<file path="src/mcp_pkg.sv">
// constants, register map and state codes of the main clock prescaler control block
// Summary of operation
// - byte, halfword and word accesses all accepted
// - byte lanes of every register written separately
// - clock failure sets backup source select bit
// - select bit picks generic or backup clock
// - detector enable bit turns detector on
// - idle code picks which domains stop
// - idle code applies on wait for interrupt
// - processor clock divided by two to code
// - bus a clock divided by two to code
// - bus b clock divided by two to code
// - bus c clock divided by two to code
// - sleep config register resets to zero
// - protection input blocks writes to control, sleep, divider and gate registers
// - write one clears flag, sets or clears enable
// - irq high while enabled flag set
// - standby holds dividers and hardware events until the clocked wake interrupt
package mcp_pkg;

  // register indices; byte address is four times the index
  localparam logic [5:0] MCP_IDX_CTRL      = 6'h00;
  localparam logic [5:0] MCP_IDX_SLEEP     = 6'h01;
  localparam logic [5:0] MCP_IDX_CPU_DIV   = 6'h08;
  localparam logic [5:0] MCP_IDX_BUS_A_DIV = 6'h09;
  localparam logic [5:0] MCP_IDX_BUS_B_DIV = 6'h0a;
  localparam logic [5:0] MCP_IDX_BUS_C_DIV = 6'h0b;
  localparam logic [5:0] MCP_IDX_SYS_GATES = 6'h14;
  localparam logic [5:0] MCP_IDX_A_GATES   = 6'h18;
  localparam logic [5:0] MCP_IDX_B_GATES   = 6'h1c;
  localparam logic [5:0] MCP_IDX_C_GATES   = 6'h20;
  localparam logic [5:0] MCP_IDX_IRQ_ENCLR = 6'h34;
  localparam logic [5:0] MCP_IDX_IRQ_ENSET = 6'h35;
  localparam logic [5:0] MCP_IDX_IRQ_FLAGS = 6'h36;
  localparam logic [5:0] MCP_IDX_RST_SRC   = 6'h38;

  // field positions
  localparam int MCP_BIT_FDET_EN    = 2;
  localparam int MCP_BIT_BACKUP_SEL = 4;
  localparam int MCP_BIT_CLK_READY  = 0;
  localparam int MCP_BIT_CLK_FAIL   = 1;

  // reset values
  localparam logic [7:0]  MCP_RST_CTRL    = 8'h00;
  localparam logic [1:0]  MCP_RST_IDLE    = 2'h0;
  localparam logic [2:0]  MCP_RST_DIV     = 3'h0;
  localparam logic [31:0] MCP_RST_SYS_GATES = 32'h0000007f;
  localparam logic [31:0] MCP_RST_A_GATES   = 32'h0000007f;
  localparam logic [31:0] MCP_RST_B_GATES   = 32'h0000007f;
  localparam logic [31:0] MCP_RST_C_GATES   = 32'h000fffff;

  // implemented bits of each gate register and of the reset source
  localparam logic [31:0] MCP_MASK_SYS_GATES = 32'h0000001f;
  localparam logic [31:0] MCP_MASK_A_GATES   = 32'h0000007f;
  localparam logic [31:0] MCP_MASK_B_GATES   = 32'h0000000f;
  localparam logic [31:0] MCP_MASK_C_GATES   = 32'h000fffff;
  localparam logic [7:0]  MCP_MASK_RST_SRC   = 8'h77;

  // idle configuration codes
  localparam logic [1:0] MCP_IDLE_CPU = 2'h0;
  localparam logic [1:0] MCP_IDLE_SYS = 2'h1;
  localparam logic [1:0] MCP_IDLE_BUS = 2'h2;

  // divider domains
  localparam int MCP_DOMAINS = 4;
  localparam int MCP_CNT_W   = 7;

  typedef enum logic [2:0] {
    MCP_ACTIVE  = 3'h1,
    MCP_IDLE    = 3'h2,
    MCP_STANDBY = 3'h4
  } mcp_state_type;

endpackage : mcp_pkg

</file>
<file path="src/mcp_clock_control.sv">
// main clock prescaler control: register file, sleep levels, dividers and interrupts
module mcp_clock_control (
  input  wire logic        clock,
  input  wire logic        reset,
  input  wire logic        wb_cyc,
  input  wire logic        wb_stb,
  input  wire logic        wb_we,
  input  wire logic [7:0]  wb_adr,
  input  wire logic [3:0]  wb_sel,
  input  wire logic [31:0] wb_wdata,
  output logic      [31:0] wb_rdata,
  output logic             wb_ack,
  input  wire logic        write_protect,
  input  wire logic        clock_failure_detect,
  input  wire logic        clock_ready_event,
  input  wire logic        wait_for_interrupt_instruction,
  input  wire logic        sleep_deep,
  input  wire logic        wake_interrupt,
  input  wire logic [7:0]  reset_cause,
  output logic             main_clock_from_backup,
  output logic             failure_detector_on,
  output logic             cpu_clock_enable,
  output logic             system_bus_clock_enable,
  output logic             bus_a_clock_enable,
  output logic             bus_b_clock_enable,
  output logic             bus_c_clock_enable,
  output logic      [31:0] system_bus_gates,
  output logic      [31:0] bus_a_gates,
  output logic      [31:0] bus_b_gates,
  output logic      [31:0] bus_c_gates,
  output logic             irq
);

  // whole state of the block in one record
  typedef struct packed {
    mcp_pkg::mcp_state_type                        state;
    logic                                          failure_detector_enable;
    logic                                          backup_source_select;
    logic [1:0]                                    idle_cfg;
    logic [mcp_pkg::MCP_DOMAINS-1:0][2:0]          div_code;
    logic [mcp_pkg::MCP_DOMAINS-1:0][2:0]          div_active;
    logic [mcp_pkg::MCP_DOMAINS-1:0][mcp_pkg::MCP_CNT_W-1:0] div_cnt;
    logic [mcp_pkg::MCP_DOMAINS-1:0]               div_tick;
    logic                                          sys_tick;
    logic [3:0][31:0]                              gates;
    logic [1:0]                                    irq_en;
    logic [1:0]                                    irq_flag;
    logic                                          fail_seen;
    logic [7:0]                                    rst_src;
    logic                                          rst_src_taken;
    logic                                          ack;
    logic [31:0]                                   rdata;
    logic                                          irq;
  } mcp_regs_type;

  // reset image; counters start at zero so code 0 ticks on the first edge
  localparam mcp_regs_type MCP_RESET_STATE = '{
    state:                   mcp_pkg::MCP_ACTIVE,
    failure_detector_enable: mcp_pkg::MCP_RST_CTRL[mcp_pkg::MCP_BIT_FDET_EN],
    backup_source_select:    mcp_pkg::MCP_RST_CTRL[mcp_pkg::MCP_BIT_BACKUP_SEL],
    idle_cfg:                mcp_pkg::MCP_RST_IDLE,
    div_code:                {mcp_pkg::MCP_DOMAINS{mcp_pkg::MCP_RST_DIV}},
    div_active:              {mcp_pkg::MCP_DOMAINS{mcp_pkg::MCP_RST_DIV}},
    div_cnt:                 '0,
    div_tick:                '0,
    sys_tick:                1'b0,
    gates:                   {mcp_pkg::MCP_RST_C_GATES, mcp_pkg::MCP_RST_B_GATES,
                              mcp_pkg::MCP_RST_A_GATES, mcp_pkg::MCP_RST_SYS_GATES},
    irq_en:                  2'h0,
    irq_flag:                2'h0,
    fail_seen:               1'b0,
    rst_src:                 8'h00,
    rst_src_taken:           1'b0,
    ack:                     1'b0,
    rdata:                   32'h00000000,
    irq:                     1'b0
  };

  mcp_regs_type r;
  mcp_regs_type n;

  logic [5:0]  idx;
  logic        wr_hit;
  logic        wr_ok;
  logic        rd_start;
  logic [31:0] merged;
  logic [31:0] rd_val;
  logic        fail_event;
  logic        stop_cpu;
  logic        stop_sys;
  logic        stop_bus;
  logic        frozen;

  // merge write data into an old value by byte lane
  function automatic logic [31:0] mcp_merge(input logic [31:0] old_val,
                                           input logic [31:0] wdat,
                                           input logic [3:0]  sel);
    logic [31:0] res;
    res = old_val;
    for (int b = 0; b < 4; b++) begin
      if (sel[b]) begin
        res[b*8 +: 8] = wdat[b*8 +: 8];
      end
    end
    return res;
  endfunction : mcp_merge

  // last counter value of one divider period for a code
  function automatic logic [mcp_pkg::MCP_CNT_W-1:0] mcp_period_last(input logic [2:0] code);
    logic [7:0] full;
    full = (8'h01 << code) - 8'h01;
    return full[mcp_pkg::MCP_CNT_W-1:0];
  endfunction : mcp_period_last

  // registers guarded by the protection input
  function automatic logic mcp_protected(input logic [5:0] i);
    return (i == mcp_pkg::MCP_IDX_CTRL) || (i == mcp_pkg::MCP_IDX_SLEEP) ||
           (i == mcp_pkg::MCP_IDX_CPU_DIV) || (i == mcp_pkg::MCP_IDX_BUS_A_DIV) ||
           (i == mcp_pkg::MCP_IDX_BUS_B_DIV) || (i == mcp_pkg::MCP_IDX_BUS_C_DIV) ||
           (i == mcp_pkg::MCP_IDX_SYS_GATES) || (i == mcp_pkg::MCP_IDX_A_GATES) ||
           (i == mcp_pkg::MCP_IDX_B_GATES) || (i == mcp_pkg::MCP_IDX_C_GATES);
  endfunction : mcp_protected

  // read mux over the register map; unmapped words read zero
  always_comb begin
    rd_val = 32'h00000000;
    case (idx)
      mcp_pkg::MCP_IDX_CTRL: begin
        rd_val[mcp_pkg::MCP_BIT_FDET_EN]    = r.failure_detector_enable;
        rd_val[mcp_pkg::MCP_BIT_BACKUP_SEL] = r.backup_source_select;
      end
      mcp_pkg::MCP_IDX_SLEEP: begin
        rd_val[1:0] = r.idle_cfg;
      end
      mcp_pkg::MCP_IDX_CPU_DIV: begin
        rd_val[2:0] = r.div_code[0];
      end
      mcp_pkg::MCP_IDX_BUS_A_DIV: begin
        rd_val[2:0] = r.div_code[1];
      end
      mcp_pkg::MCP_IDX_BUS_B_DIV: begin
        rd_val[2:0] = r.div_code[2];
      end
      mcp_pkg::MCP_IDX_BUS_C_DIV: begin
        rd_val[2:0] = r.div_code[3];
      end
      mcp_pkg::MCP_IDX_SYS_GATES: begin
        rd_val = r.gates[0];
      end
      mcp_pkg::MCP_IDX_A_GATES: begin
        rd_val = r.gates[1];
      end
      mcp_pkg::MCP_IDX_B_GATES: begin
        rd_val = r.gates[2];
      end
      mcp_pkg::MCP_IDX_C_GATES: begin
        rd_val = r.gates[3];
      end
      mcp_pkg::MCP_IDX_IRQ_ENCLR: begin
        rd_val[1:0] = r.irq_en;
      end
      mcp_pkg::MCP_IDX_IRQ_ENSET: begin
        rd_val[1:0] = r.irq_en;
      end
      mcp_pkg::MCP_IDX_IRQ_FLAGS: begin
        rd_val[1:0] = r.irq_flag;
      end
      mcp_pkg::MCP_IDX_RST_SRC: begin
        rd_val[7:0] = r.rst_src;
      end
      default: begin
        rd_val = 32'h00000000;
      end
    endcase
  end

  // next-state logic for the whole block
  always_comb begin
    n          = r;
    idx        = wb_adr[7:2];
    rd_start   = wb_cyc & wb_stb & ~r.ack;
    // a write lands at the edge where the master sees ack
    wr_hit     = r.ack & wb_cyc & wb_stb & wb_we;
    wr_ok      = wr_hit & ~(write_protect & mcp_protected(idx));
    frozen     = (r.state == mcp_pkg::MCP_STANDBY);
    fail_event = r.failure_detector_enable & clock_failure_detect & ~r.fail_seen;
    merged     = 32'h00000000;

    // bus handshake: ack one cycle after the request, dropped the next cycle
    n.ack = rd_start;
    if (rd_start) begin
      n.rdata = rd_val;
    end

    // reset source is caught once, on the first edge after release
    if (!r.rst_src_taken) begin
      n.rst_src       = reset_cause & mcp_pkg::MCP_MASK_RST_SRC;
      n.rst_src_taken = 1'b1;
    end

    // register writes, byte lanes merged separately
    if (wr_ok) begin
      case (idx)
        mcp_pkg::MCP_IDX_CTRL: begin
          merged = mcp_merge({24'h000000,
                              3'h0, r.backup_source_select, 1'b0,
                              r.failure_detector_enable, 2'h0},
                             wb_wdata, wb_sel);
          n.failure_detector_enable = merged[mcp_pkg::MCP_BIT_FDET_EN];
          n.backup_source_select    = merged[mcp_pkg::MCP_BIT_BACKUP_SEL];
        end
        mcp_pkg::MCP_IDX_SLEEP: begin
          merged     = mcp_merge({30'h00000000, r.idle_cfg}, wb_wdata, wb_sel);
          n.idle_cfg = merged[1:0];
        end
        mcp_pkg::MCP_IDX_CPU_DIV, mcp_pkg::MCP_IDX_BUS_A_DIV,
        mcp_pkg::MCP_IDX_BUS_B_DIV, mcp_pkg::MCP_IDX_BUS_C_DIV: begin
          // only lane 0 matters; wider access here is not expected
          merged = mcp_merge({29'h00000000, r.div_code[idx[1:0]]}, wb_wdata, wb_sel);
          n.div_code[idx[1:0]] = merged[2:0];
        end
        mcp_pkg::MCP_IDX_SYS_GATES: begin
          n.gates[0] = mcp_merge(r.gates[0], wb_wdata, wb_sel) &
                       mcp_pkg::MCP_MASK_SYS_GATES;
        end
        mcp_pkg::MCP_IDX_A_GATES: begin
          n.gates[1] = mcp_merge(r.gates[1], wb_wdata, wb_sel) & mcp_pkg::MCP_MASK_A_GATES;
        end
        mcp_pkg::MCP_IDX_B_GATES: begin
          n.gates[2] = mcp_merge(r.gates[2], wb_wdata, wb_sel) & mcp_pkg::MCP_MASK_B_GATES;
        end
        mcp_pkg::MCP_IDX_C_GATES: begin
          n.gates[3] = mcp_merge(r.gates[3], wb_wdata, wb_sel) & mcp_pkg::MCP_MASK_C_GATES;
        end
        mcp_pkg::MCP_IDX_IRQ_ENCLR: begin
          if (wb_sel[0]) begin
            n.irq_en = r.irq_en & ~wb_wdata[1:0];
          end
        end
        mcp_pkg::MCP_IDX_IRQ_ENSET: begin
          if (wb_sel[0]) begin
            n.irq_en = r.irq_en | wb_wdata[1:0];
          end
        end
        mcp_pkg::MCP_IDX_IRQ_FLAGS: begin
          if (wb_sel[0]) begin
            n.irq_flag = r.irq_flag & ~wb_wdata[1:0];
          end
        end
        default: begin
          n.irq_flag = n.irq_flag;
        end
      endcase
    end

    // hardware events after software writes so a set beats a clear
    if (!frozen) begin
      n.fail_seen = clock_failure_detect & r.failure_detector_enable;
      if (fail_event) begin
        n.backup_source_select                = 1'b1;
        n.irq_flag[mcp_pkg::MCP_BIT_CLK_FAIL] = 1'b1;
      end
      if (clock_ready_event) begin
        n.irq_flag[mcp_pkg::MCP_BIT_CLK_READY] = 1'b1;
      end
    end
    n.irq = |(n.irq_flag & n.irq_en);

    // sleep sequencing
    case (r.state)
      mcp_pkg::MCP_ACTIVE: begin
        if (wait_for_interrupt_instruction) begin
          n.state = sleep_deep ? mcp_pkg::MCP_STANDBY : mcp_pkg::MCP_IDLE;
        end
      end
      mcp_pkg::MCP_IDLE: begin
        if (wake_interrupt) begin
          n.state = mcp_pkg::MCP_ACTIVE;
        end
      end
      mcp_pkg::MCP_STANDBY: begin
        if (wake_interrupt) begin
          n.state = mcp_pkg::MCP_ACTIVE;
        end
      end
      default: begin
        n.state = mcp_pkg::MCP_ACTIVE;
      end
    endcase

    // domains stopped by the idle level; reserved code acts like the deepest
    stop_cpu = (r.state != mcp_pkg::MCP_ACTIVE);
    stop_sys = frozen | ((r.state == mcp_pkg::MCP_IDLE) &&
                         (r.idle_cfg != mcp_pkg::MCP_IDLE_CPU));
    stop_bus = frozen | ((r.state == mcp_pkg::MCP_IDLE) &&
                         (r.idle_cfg != mcp_pkg::MCP_IDLE_CPU) &&
                         (r.idle_cfg != mcp_pkg::MCP_IDLE_SYS));

    // power-of-two dividers; a new code is taken only at period end
    for (int d = 0; d < mcp_pkg::MCP_DOMAINS; d++) begin
      n.div_tick[d] = 1'b0;
      // counters hold in standby, so a wake never yields a short period
      if (!frozen) begin
        if (r.div_cnt[d] >= mcp_period_last(r.div_active[d])) begin
          n.div_cnt[d]    = '0;
          n.div_active[d] = r.div_code[d];
          n.div_tick[d]   = 1'b1;
        end else begin
          n.div_cnt[d] = r.div_cnt[d] + 7'h01;
        end
      end
    end
    // system bus runs off the cpu divider but keeps its own stop
    n.sys_tick    = n.div_tick[0] & ~stop_sys;
    n.div_tick[0] = n.div_tick[0] & ~stop_cpu;
    for (int d = 1; d < mcp_pkg::MCP_DOMAINS; d++) begin
      n.div_tick[d] = n.div_tick[d] & ~stop_bus;
    end
  end

  // single state register; async reset loads constants only
  always_ff @(posedge clock or posedge reset) begin
    if (reset) begin
      r <= MCP_RESET_STATE;
    end else begin
      r <= n;
    end
  end

  // outputs straight from the state register
  assign wb_rdata                = r.rdata;
  assign wb_ack                  = r.ack;
  assign main_clock_from_backup  = r.backup_source_select;
  assign failure_detector_on     = r.failure_detector_enable;
  assign cpu_clock_enable        = r.div_tick[0];
  assign system_bus_clock_enable = r.sys_tick;
  assign bus_a_clock_enable      = r.div_tick[1];
  assign bus_b_clock_enable      = r.div_tick[2];
  assign bus_c_clock_enable      = r.div_tick[3];
  assign system_bus_gates        = r.gates[0];
  assign bus_a_gates             = r.gates[1];
  assign bus_b_gates             = r.gates[2];
  assign bus_c_gates             = r.gates[3];
  assign irq                     = r.irq;

endmodule : mcp_clock_control

</file>
<file path="config.mk">
export PLATFORM = sky130hd
export DESIGN_NAME = mcp_clock_control
export DESIGN_NICKNAME = d
export VERILOG_FILES = /design/src/mcp_pkg.sv /design/src/mcp_clock_control.sv
export SDC_FILE = /design/constraint.sdc
export NUM_CORES = 1
export LEC_CHECK = 0
export ABC_CLOCK_PERIOD_IN_PS = 7000
export CAP_MARGIN = 30
export CORE_ASPECT_RATIO = 1.75
export CORE_UTILIZATION = 40
export CTS_BUF_LIST = sky130_fd_sc_hd__clkbuf_8
export CTS_CLUSTER_SIZE = 12
export DETAILED_ROUTE_END_ITERATION = 10
export DONT_BUFFER_PORTS = 1
export SYNTH_ARGS = -nofsm -noshare
export SYNTH_HDL_FRONTEND = slang
export SYNTH_SLANG_ARGS = --single-unit
</file>
<file path="constraint.sdc">
create_clock -name clock -period 7 [get_ports clock]
set_input_delay 0.7 -clock clock [delete_from_list [all_inputs] [get_ports clock]]
set_output_delay 0.7 -clock clock [all_outputs]
set_load 0.03 [all_outputs]
</file>
**After elaboration in Yosys (flattened, before gate mapping)**

Cells that the tools add are included.

- Register bits after elaboration: 151
- Input bits: 63
- Word-level logic and storage cells: 181
- Output and inout port bits: 169

- Reduce and logical (&&, ||, !) cells: 34
- Multiplexer cells: 47
- Shifts and indexed selects: 4
- $lt $le $gt $ge: 6
- Add/sub/neg operators: 8
- Equal/unequal tests: 20
- Bitwise logic cells: 28

Operator list:

| cell | count |
|---|---|
| 6-bit == test, second input constant | 5 |
| 7-bit by 1-bit adder with 7-bit output, second input constant | 4 |
| 7-bit >= comparator | 4 |
| 7-bit two-way mux | 4 |
| 1-bit by 3-bit << shifter with 7-bit output, first input constant | 4 |
| 7-bit by 1-bit subtractor with 7-bit output, second input constant | 4 |
| 3-bit two-way mux | 9 |
| 6-bit by 4-bit == test with 1-bit output, second input constant | 4 |
| 12-bit two-way mux | 2 |
| 2-bit case mux with 12 select lines | 1 |
| 3-bit AND reduction | 8 |
| 6-bit by 5-bit == test with 1-bit output, second input constant | 3 |
| 2-bit AND reduction | 8 |
| 15-bit two-way mux | 1 |
| 3-bit case mux with 5 select lines | 1 |
| 1-bit bitwise AND | 14 |
| 1-bit two-way mux | 13 |
| 12-bit bitwise mux | 1 |
| 2-bit two-way mux | 6 |
| 1-bit case mux with 10 select lines | 1 |
| 1-bit logical OR | 9 |
| 1-bit NOT | 7 |
| 2-bit bitwise AND | 3 |
| 3-bit binary-select mux with 2-bit select | 1 |
| 24 further kinds | 30 |

**Logic depth before layout (Yosys ltp)**

Gate-level depths: netlist (run 1).

- Word-level depth: 19
- Depth in mapped cells: 15
- Gate-level depth less buffers: 13

**Least setup slack after synthesis (run 1)**

Ideal clock, no wire load.

- Path kind: reg-to-reg
- Start point: register r[217] (netlist name)
- End point: register r[215] (netlist name)
- Data required time: 6.875 ns
- Buffers on the path: 1
- Setup slack: 3.874 ns
- Clock period less this slack: 3.126 ns
- Setup time: 0.125 ns
- Stages on the path, launching flop included: 13
- Arrival: 3.001 ns
- Cell sequence: dfrtp_1 or3_1 ha_1 clkbuf_1 nor3_1 a21oi_1 o21a_1 ha_1 a21o_1 a21o_1 a221oi_2 nor2_1 mux2_2

- Cells in the longest elaborated chain, start to end: 4

Ends and longest elaborated chain:

| element | line | text |
|---|---|---|
| start, declared | mcp_clock_control.sv:79 | `mcp_regs_type r;` |
| start signal, assigned | mcp_clock_control.sv:326 | `r <= n;` |
| 1-bit by 3-bit << shifter with 7-bit output | mcp_clock_control.sv:111 | `full = (8'h01 << code) - 8'h01;` |
| 7-bit by 1-bit subtractor with 7-bit output | mcp_clock_control.sv:111 |  |
| 7-bit >= comparator | mcp_clock_control.sv:304 | `if (r.div_cnt[d] >= mcp_period_last(r.div_active[d])) begin` |
| 2-bit AND reduction (no line) | -- |  |

No other way between the ends.
A chain may end at the register's enable or synchronous reset.

**Final worst setup path (run 1)**

Ends and elaborated chain as after synthesis.

==> flow_metrics.py, run 1 <==
metrics = {
    "setup_path": {
        "crit_type": "register to register",
        "arrival_ps": 3860,
        "worstSetupEndpointType": "register",
        "cp_max_fo": 8,
        "worstPathRequired_ps": 7340,
        "cp-start-kind": "register",
    },
    "clocking": {
        "cts_root_buffer": "clkbuf_8",
        "cts_buffers": 17,
        "clk-insertion-delay-late_ps": 460,
        "holdBufCountCts": 0,
        "post-cts-setup-buffer-count": 0,
        "cts_buffer_depth": 2,
        "clk_pin_slew_ps": 90,
        "htreeDepth": 4,
        "cts_num_sinks": 136,
        "tritoncts": "yes",
        "cts_resized": 0,
    },
    "layout": {
        "syn2layout_area_growth_pct": -2.12,
        "final_nets": 856,
        "final_cell_area_um2": 8080,
        "drive_gt1_share_pct": 19.5,
    },
    "power": {
        "ir_worst_vdd_mv": 0.173,
        "leakagePower_nw": 3.74,
        "power_density_nw_per_um2": 218,
    },
    "synthesis": {
        "async_flop_share_pct": 100,
        "syn_inst": 819,
        "yosys.area_share.simple_pct": 15.3,
        "synthXorXnorAreaFrac_pct": 1.70,
        "synth_top_family_by_area": "buffers and inverters",
        "synthMuxAreaShare_pct": 8.93,
        "ys_seq_area_share_pct": 41.8,
        "synth.distinct_cells": 68,
        "syn-cell-area_um2": 8250,
        "synth_fa_ha_area_share_pct": 5.46,
        "ys_ff_latch": 136,
        "synth_edf_count": 0,
        "synth_flop_cell": "dfrtp_1",
        "synth-compound-area-share_pct": 10.3,
        "synth.avg_cell_area_um2": 10.1,
        "yosysWarnings": 0,
    },
    "sta": {
        "period_needed_ps": 3510,
        "setup_viol_count_final": 0,
        "finalMaxSlewViolations": 0,
        "setup_tns_ps": 0,
        "tightest_slew_ps": 833,
        "hold_viol_final": 0,
        "fin_skew_ps": 10.7,
        "rsz0062_at_grt": "false",
        "period_share_pct": 50.2,
        "slew-limit-headroom_pct": 44.1,
        "timing.fmax_ghz": 0.285,
    },
    "floorplanning": {
        "coreArea_um2": 20300,
        "die_w_um": 111,
        "rows": 69,
        "dieArea_um2": 21200,
        "initial_core_util_pct": 40.7,
        "die_y_um": 192,
        "ios": 232,
    },
    "placed_design": {
        "portBuffers": 0,
        "routabilityCongestion": 0.797,
        "place_hpwl_um": 13200,
        "place_area_um2": 7660,
    },
    "detailed_routing": {
        "ant_nets": 0,
        "drt-pass1-iter-count": 4,
        "wire_per_inst_um": 17.3,
        "vias": 5323,
        "drt_iter0_markers": 213,
        "route.detailed.drc": 0,
        "via_per_inst": 5.22,
        "totalWireLength_um": 17600,
    },
    "global_route": {
        "grtUsageTotal_pct": 17.4,
        "grt.busiest_layer": "met2",
        "use_met3_pct": 4.86,
        "grt_max_degree": 72,
        "grt_pass1_vias": 5179,
        "grt_pass1_wl_um": 28200,
        "grt_overflow": 0,
        "antenna_found_initial": 2,
        "grt_util_met2_pct": 30.9,
        "met1_usage_pct": 18.0,
    },
    "run_status": {
        "status": "finished, final reports clean",
    },
    "flow_run": {
        "max_cap_viol_count": 0,
    },
    "worst_hold_path": {
        "hp-class": "input pin to asynchronous set/reset pin",
    },
}
-- power by group --
part	internal, mW	total [mW]	leakage, nW	switching [mW]
sequential	0.814	0.864	1.70	0.0500
clock	0.354	0.685	0.203	0.331
combinational	0.0519	0.212	1.84	0.160
-- through the flow --
step                hold WS [ps]  instances  power (mW)  utilization (%)  setup slack [ps]
floorplan                    440        917        1.11                -              2730
CTS                          213       1018        1.78             39.8              3470
finish                       212       1020        1.76             39.8              3490
global route                 238       1020        1.84             39.8              3250
detailed placement           470        986        1.09             37.7              3490
global placement             459        986        1.09             37.7              3540
-- synthesized netlist by cell type (6+ instances only) --
master	number	area [um2]
nor2_1	45	169
nand3_1	32	160
dfrtp_1	97	2430
or3_1	11	68.8
a31oi_1	7	43.8
a21oi_1	23	115
xor2_1	10	87.6
a22oi_1	7	52.6
ha_1	36	450
buf_4	163	1220
nand2b_1	11	68.8
nor3_1	12	60.1
nand2_1	84	315
a22o_1	6	52.6
mux2_2	55	619
inv_1	12	45.0
dfstp_2	39	1020
clkbuf_1	13	48.8
a21o_1	17	128
o21ai_0	34	170
xnor2_1	6	52.6
-- final timing paths --
kind                           startpoint           end  slack [ps]  cells past startpoint
hold reg to reg                     r[43]         r[43]         490                      2
max in group asynchronous           reset   wb_rdata[6]        5490                      2
setup reg to reg                   r[217]        r[215]        3490                     11
min in group clock         reset_cause[0]         r[35]         390                      1
hold / removal                      reset  wb_rdata[10]         210                      1
setup / recovery                   r[217]        r[215]        3490                     11
-- state kept, by name (all words and copies together) (netlist names), 5 cells and up, named ones only --
name	cells
wb_rdata	20
bus_a_gates	7
r	57
system_bus_gates	6
bus_c_gates	20
bus_b_gates	5
-- critical path, stage by stage (launching register included) --
cell and delay (ps):
dfrtp_1 440, or3_1 430, ha_1 290, nor3_1 170, a21oi_1 60, o21a_1 180
ha_1 290, a21o_1 180, a21o_1 180, a221oi_2 610, nor2_1 250, mux2_2 320
-- cells by family after synthesis --
kind of cell	after synthesis
adders and majority gates	36
muxes	63
other	2
DFF	136
AOI/OAI and AO/OA	128
xor gates and xnor gates	16
and+or+nand+nor	242
buffers and inverters	196
-- metal layers --
layer  up-vias  wire length [um]
li1       2493                 -
met1      2608              6460
met2       179              9370
met3        43              1030
met4         0               764
met5         -                 0
-- layout by cell type, fill, tap and decap left out, drive strengths merged, types with 4 or more instances in the layout --
cell type	instances
a221oi	7
mux2i	5
clkbuf	17
a21o	17
nand3	34
nor3b	5
o21a	4
inv	17
nand4	4
clkinvlp	4
a31oi	7
o211ai	5
nor4b	6
conb	100
xnor2	6
or3	11
nor2	48
clkinv	4
mux2	55
o21ai	35
buf	4
dfstp	39
ha	36
or2	4
nor3	16
a21oi	23
a22oi	7
nand2	84
a22o	6
xor2	10
nand2b	12
dfrtp	97
-- layout make-up --
| class | count | area, um2 |
|---|---|---|
| clock buffers | 17 | 234 |
| clock inverters | 15 | 179 |
| repair buffers | 4 | 30.0 |
| inverters | 13 | 53.8 |
| diodes | 2 | 5.00 |
| multi-input cells | 585 | 3810 |
| fillers | 2035 | 12200 |
| flip-flops and latches | 136 | 3450 |
| well taps | 248 | 310 |
Power figures use the tool's default switching activity.
==> run 2, diff against run 1 <==
--- a/config.mk
+++ b/config.mk
@@ -5,7 +5,7 @@
 export SDC_FILE = /design/constraint.sdc
 export NUM_CORES = 1
 export LEC_CHECK = 0
-export ABC_CLOCK_PERIOD_IN_PS = 7000
+export ABC_CLOCK_PERIOD_IN_PS = 3000
 export CAP_MARGIN = 30
 export CORE_ASPECT_RATIO = 1.75
 export CORE_UTILIZATION = 40
==> constraint.sdc (replaced) <==
create_clock -name clock -period 3 [get_ports clock]
set_input_delay 0.3 -clock clock [delete_from_list [all_inputs] [get_ports clock]]
set_output_delay 0.3 -clock clock [all_outputs]
set_load 0.03 [all_outputs]
==> run 2 against run 1 <==
Compared with the run above: wire length grew 3.2%; clock skew is essentially flat; non-clock buffer count grew 61; clock power grew 130%; sequential share of layout area shrank 3.0 points; hold slack lost 180 ps; via count grew 4.0%; final cell count grew 5.8%; critical path type unchanged; fmax grew 23%; total power grew 140%.
==> flow_metrics.py, run 2 (synthesis results as in run 1) <==
metrics = {
    "run_status": {
        "status": "finished, final reports clean",
    },
    "floorplanning": {
        "rows": 69,
        "die_w_um": 111,
        "coreArea_um2": 20300,
        "initial_core_util_pct": 40.7,
        "ios": 232,
        "die_y_um": 192,
        "dieArea_um2": 21200,
    },
    "detailed_routing": {
        "drt_iter0_markers": 196,
        "wire_per_inst_um": 16.9,
        "route.detailed.drc": 0,
        "drt-pass1-iter-count": 4,
        "vias": 5535,
        "ant_nets": 0,
        "via_per_inst": 5.13,
        "totalWireLength_um": 18200,
    },
    "clocking": {
        "cts_num_sinks": 136,
        "cts_root_buffer": "clkbuf_8",
        "cts_buffer_depth": 2,
        "htreeDepth": 4,
        "tritoncts": "yes",
        "clk-insertion-delay-late_ps": 450,
        "cts_buffers": 17,
        "clk_pin_slew_ps": 80,
    },
    "power": {
        "ir_worst_vdd_mv": 0.313,
        "p_total_mw": 4.20,
        "power_density_nw_per_um2": 483,
        "leakagePower_nw": 4.03,
    },
    "setup_path": {
        "crit_end": "r[216]",
        "cp_cell_sequence": "or3_4 -> ha_4 -> buf_4 -> o211ai_1 -> o21a_1 -> ha_1 -> a21o_1 -> a21o_1 -> a221oi_4 -> buf_4 -> nor2_4 -> mux2_2",
        "worst-path-buf-inv": 2,
        "cp.depth": 12,
        "arrival_ps": 3190,
        "crit_type": "register to register",
        "cp_max_fo": 4,
        "r2r_start": "r[215]",
        "slowest_stage": "or3_4",
        "crit_family": "compound AO/OA/AOI/OAI gates",
        "slowest_delay_ps": 410,
        "worstPathRequired_ps": 3330,
        "cp-start-kind": "register",
        "r2r_end": "r[216]",
        "r2r_cells": 12,
        "crit_start": "r[215]",
        "r2r_slack_ps": 140,
        "worstSetupEndpointType": "register",
    },
    "global_route": {
        "grtUsageTotal_pct": 17.6,
        "antenna_found_initial": 0,
        "grt_pass1_vias": 5462,
        "grt_pass1_wl_um": 29000,
        "grt_max_degree": 92,
        "grt_overflow": 0,
    },
    "layout": {
        "syn2layout_area_growth_pct": 5.32,
        "final_cell_area_um2": 8690,
        "largest_register_ffs": 57,
        "n_fill_cell": 1982,
        "mostFrequentLayoutCells": "conb_1, dfrtp_1, nand2_1, mux2_2, nor2_1",
        "drive_gt1_share_pct": 23.6,
        "seqCellArea_um2": 3450,
        "diodes": 0,
        "final_common_cell": "conb_1",
        "final_nets": 917,
        "multiInputGateArea_um2": 3890,
        "regMostFlops": "r",
    },
    "sta": {
        "timing.fmax_ghz": 0.350,
        "hold_ws_ps": 33.4,
        "setup_viol_count_final": 0,
        "period_share_pct": 95.2,
        "fin_ws_ps": 145,
        "setup_tns_ps": 0,
        "slew-limit-headroom_pct": 53.6,
        "hold_viol_final": 0,
        "tightest_slew_ps": 690,
        "period_needed_ps": 2860,
        "fin_skew_ps": 10.2,
        "finalMaxSlewViolations": 0,
    },
    "placed_design": {
        "portBuffers": 0,
        "place_area_um2": 7890,
        "post-place-ws_ps": 20.8,
        "routabilityCongestion": 0.817,
        "place_hpwl_um": 13300,
    },
    "flow_run": {
        "max_cap_viol_count": 0,
    },
    "worst_hold_path": {
        "hp-class": "input pin to register",
    },
}
run 2: cell count changes in the layout (fill, tap and decap cells not counted), moves of 3 or more:
cell / delta
dlygate4sd3_1: +30
nor3_2: +3
nor2_2: +3
nor2_1: -4
or3_1: -3
buf_4: +30
or3_4: +3
nor3_1: -3
run 2: cell type report:
type                       count  share of cell area (%)
inverter                      13                   0.605
tap                          248                    3.57
timing repair buffer          65                    6.62
clock buffer                  17                    2.69
sequential                   136                    39.7
multi-input combinational    585                    44.8
clock inverter                15                    2.02
run 2: power by group:
part / internal (mW) / switching, mW / total, mW
logic: 0.188 / 0.401 / 0.589
clock network: 0.824 / 0.772 / 1.60
registers: 1.90 / 0.116 / 2.01
total: 2.91 / 1.29 / 4.20
run 2: metal layers:
layer | GRT usage [%] | wire, um | part of all wire, %
met2 | 32.5 | 10000 | 55
met1 | 18.2 | 6700 | 37
met5 | 0 | 0 | 0
met3 | 4.10 | 892 | 4.9
met4 | 9.74 | 609 | 3.3
run 2: timing repair:
action                     4_1_cts  5_1_grt
hold endpoints to repair       147        0
gates cloned                     0        0
setup endpoints to repair        1       24
gates resized for setup          0       15
pin swaps                        1        5
setup buffers                    1        3
hold buffers                    30        0
run 2: worst min path at each step:
stage / from / to / slack, ps / cells past startpoint
after detailed placement: reset / wb_rdata[15] / 350 / 2
after CTS: clock_ready_event / r[44] / 0.3 / 1
after global routing: clock_ready_event / r[44] / 7 / 1
after floorplan: wb_wdata[4] / main_clock_from_backup / 430 / 2
final: clock_ready_event / r[44] / 30 / 1
after global placement: reset / wb_rdata[15] / 350 / 2
run 2: through the flow:
step	std cells	utilization [%]
after floorplan	917	-
after global placement	1013	38.9
after detailed placement	1013	38.9
after CTS	1076	42.4
after global routing	1079	42.8
final	1079	42.8
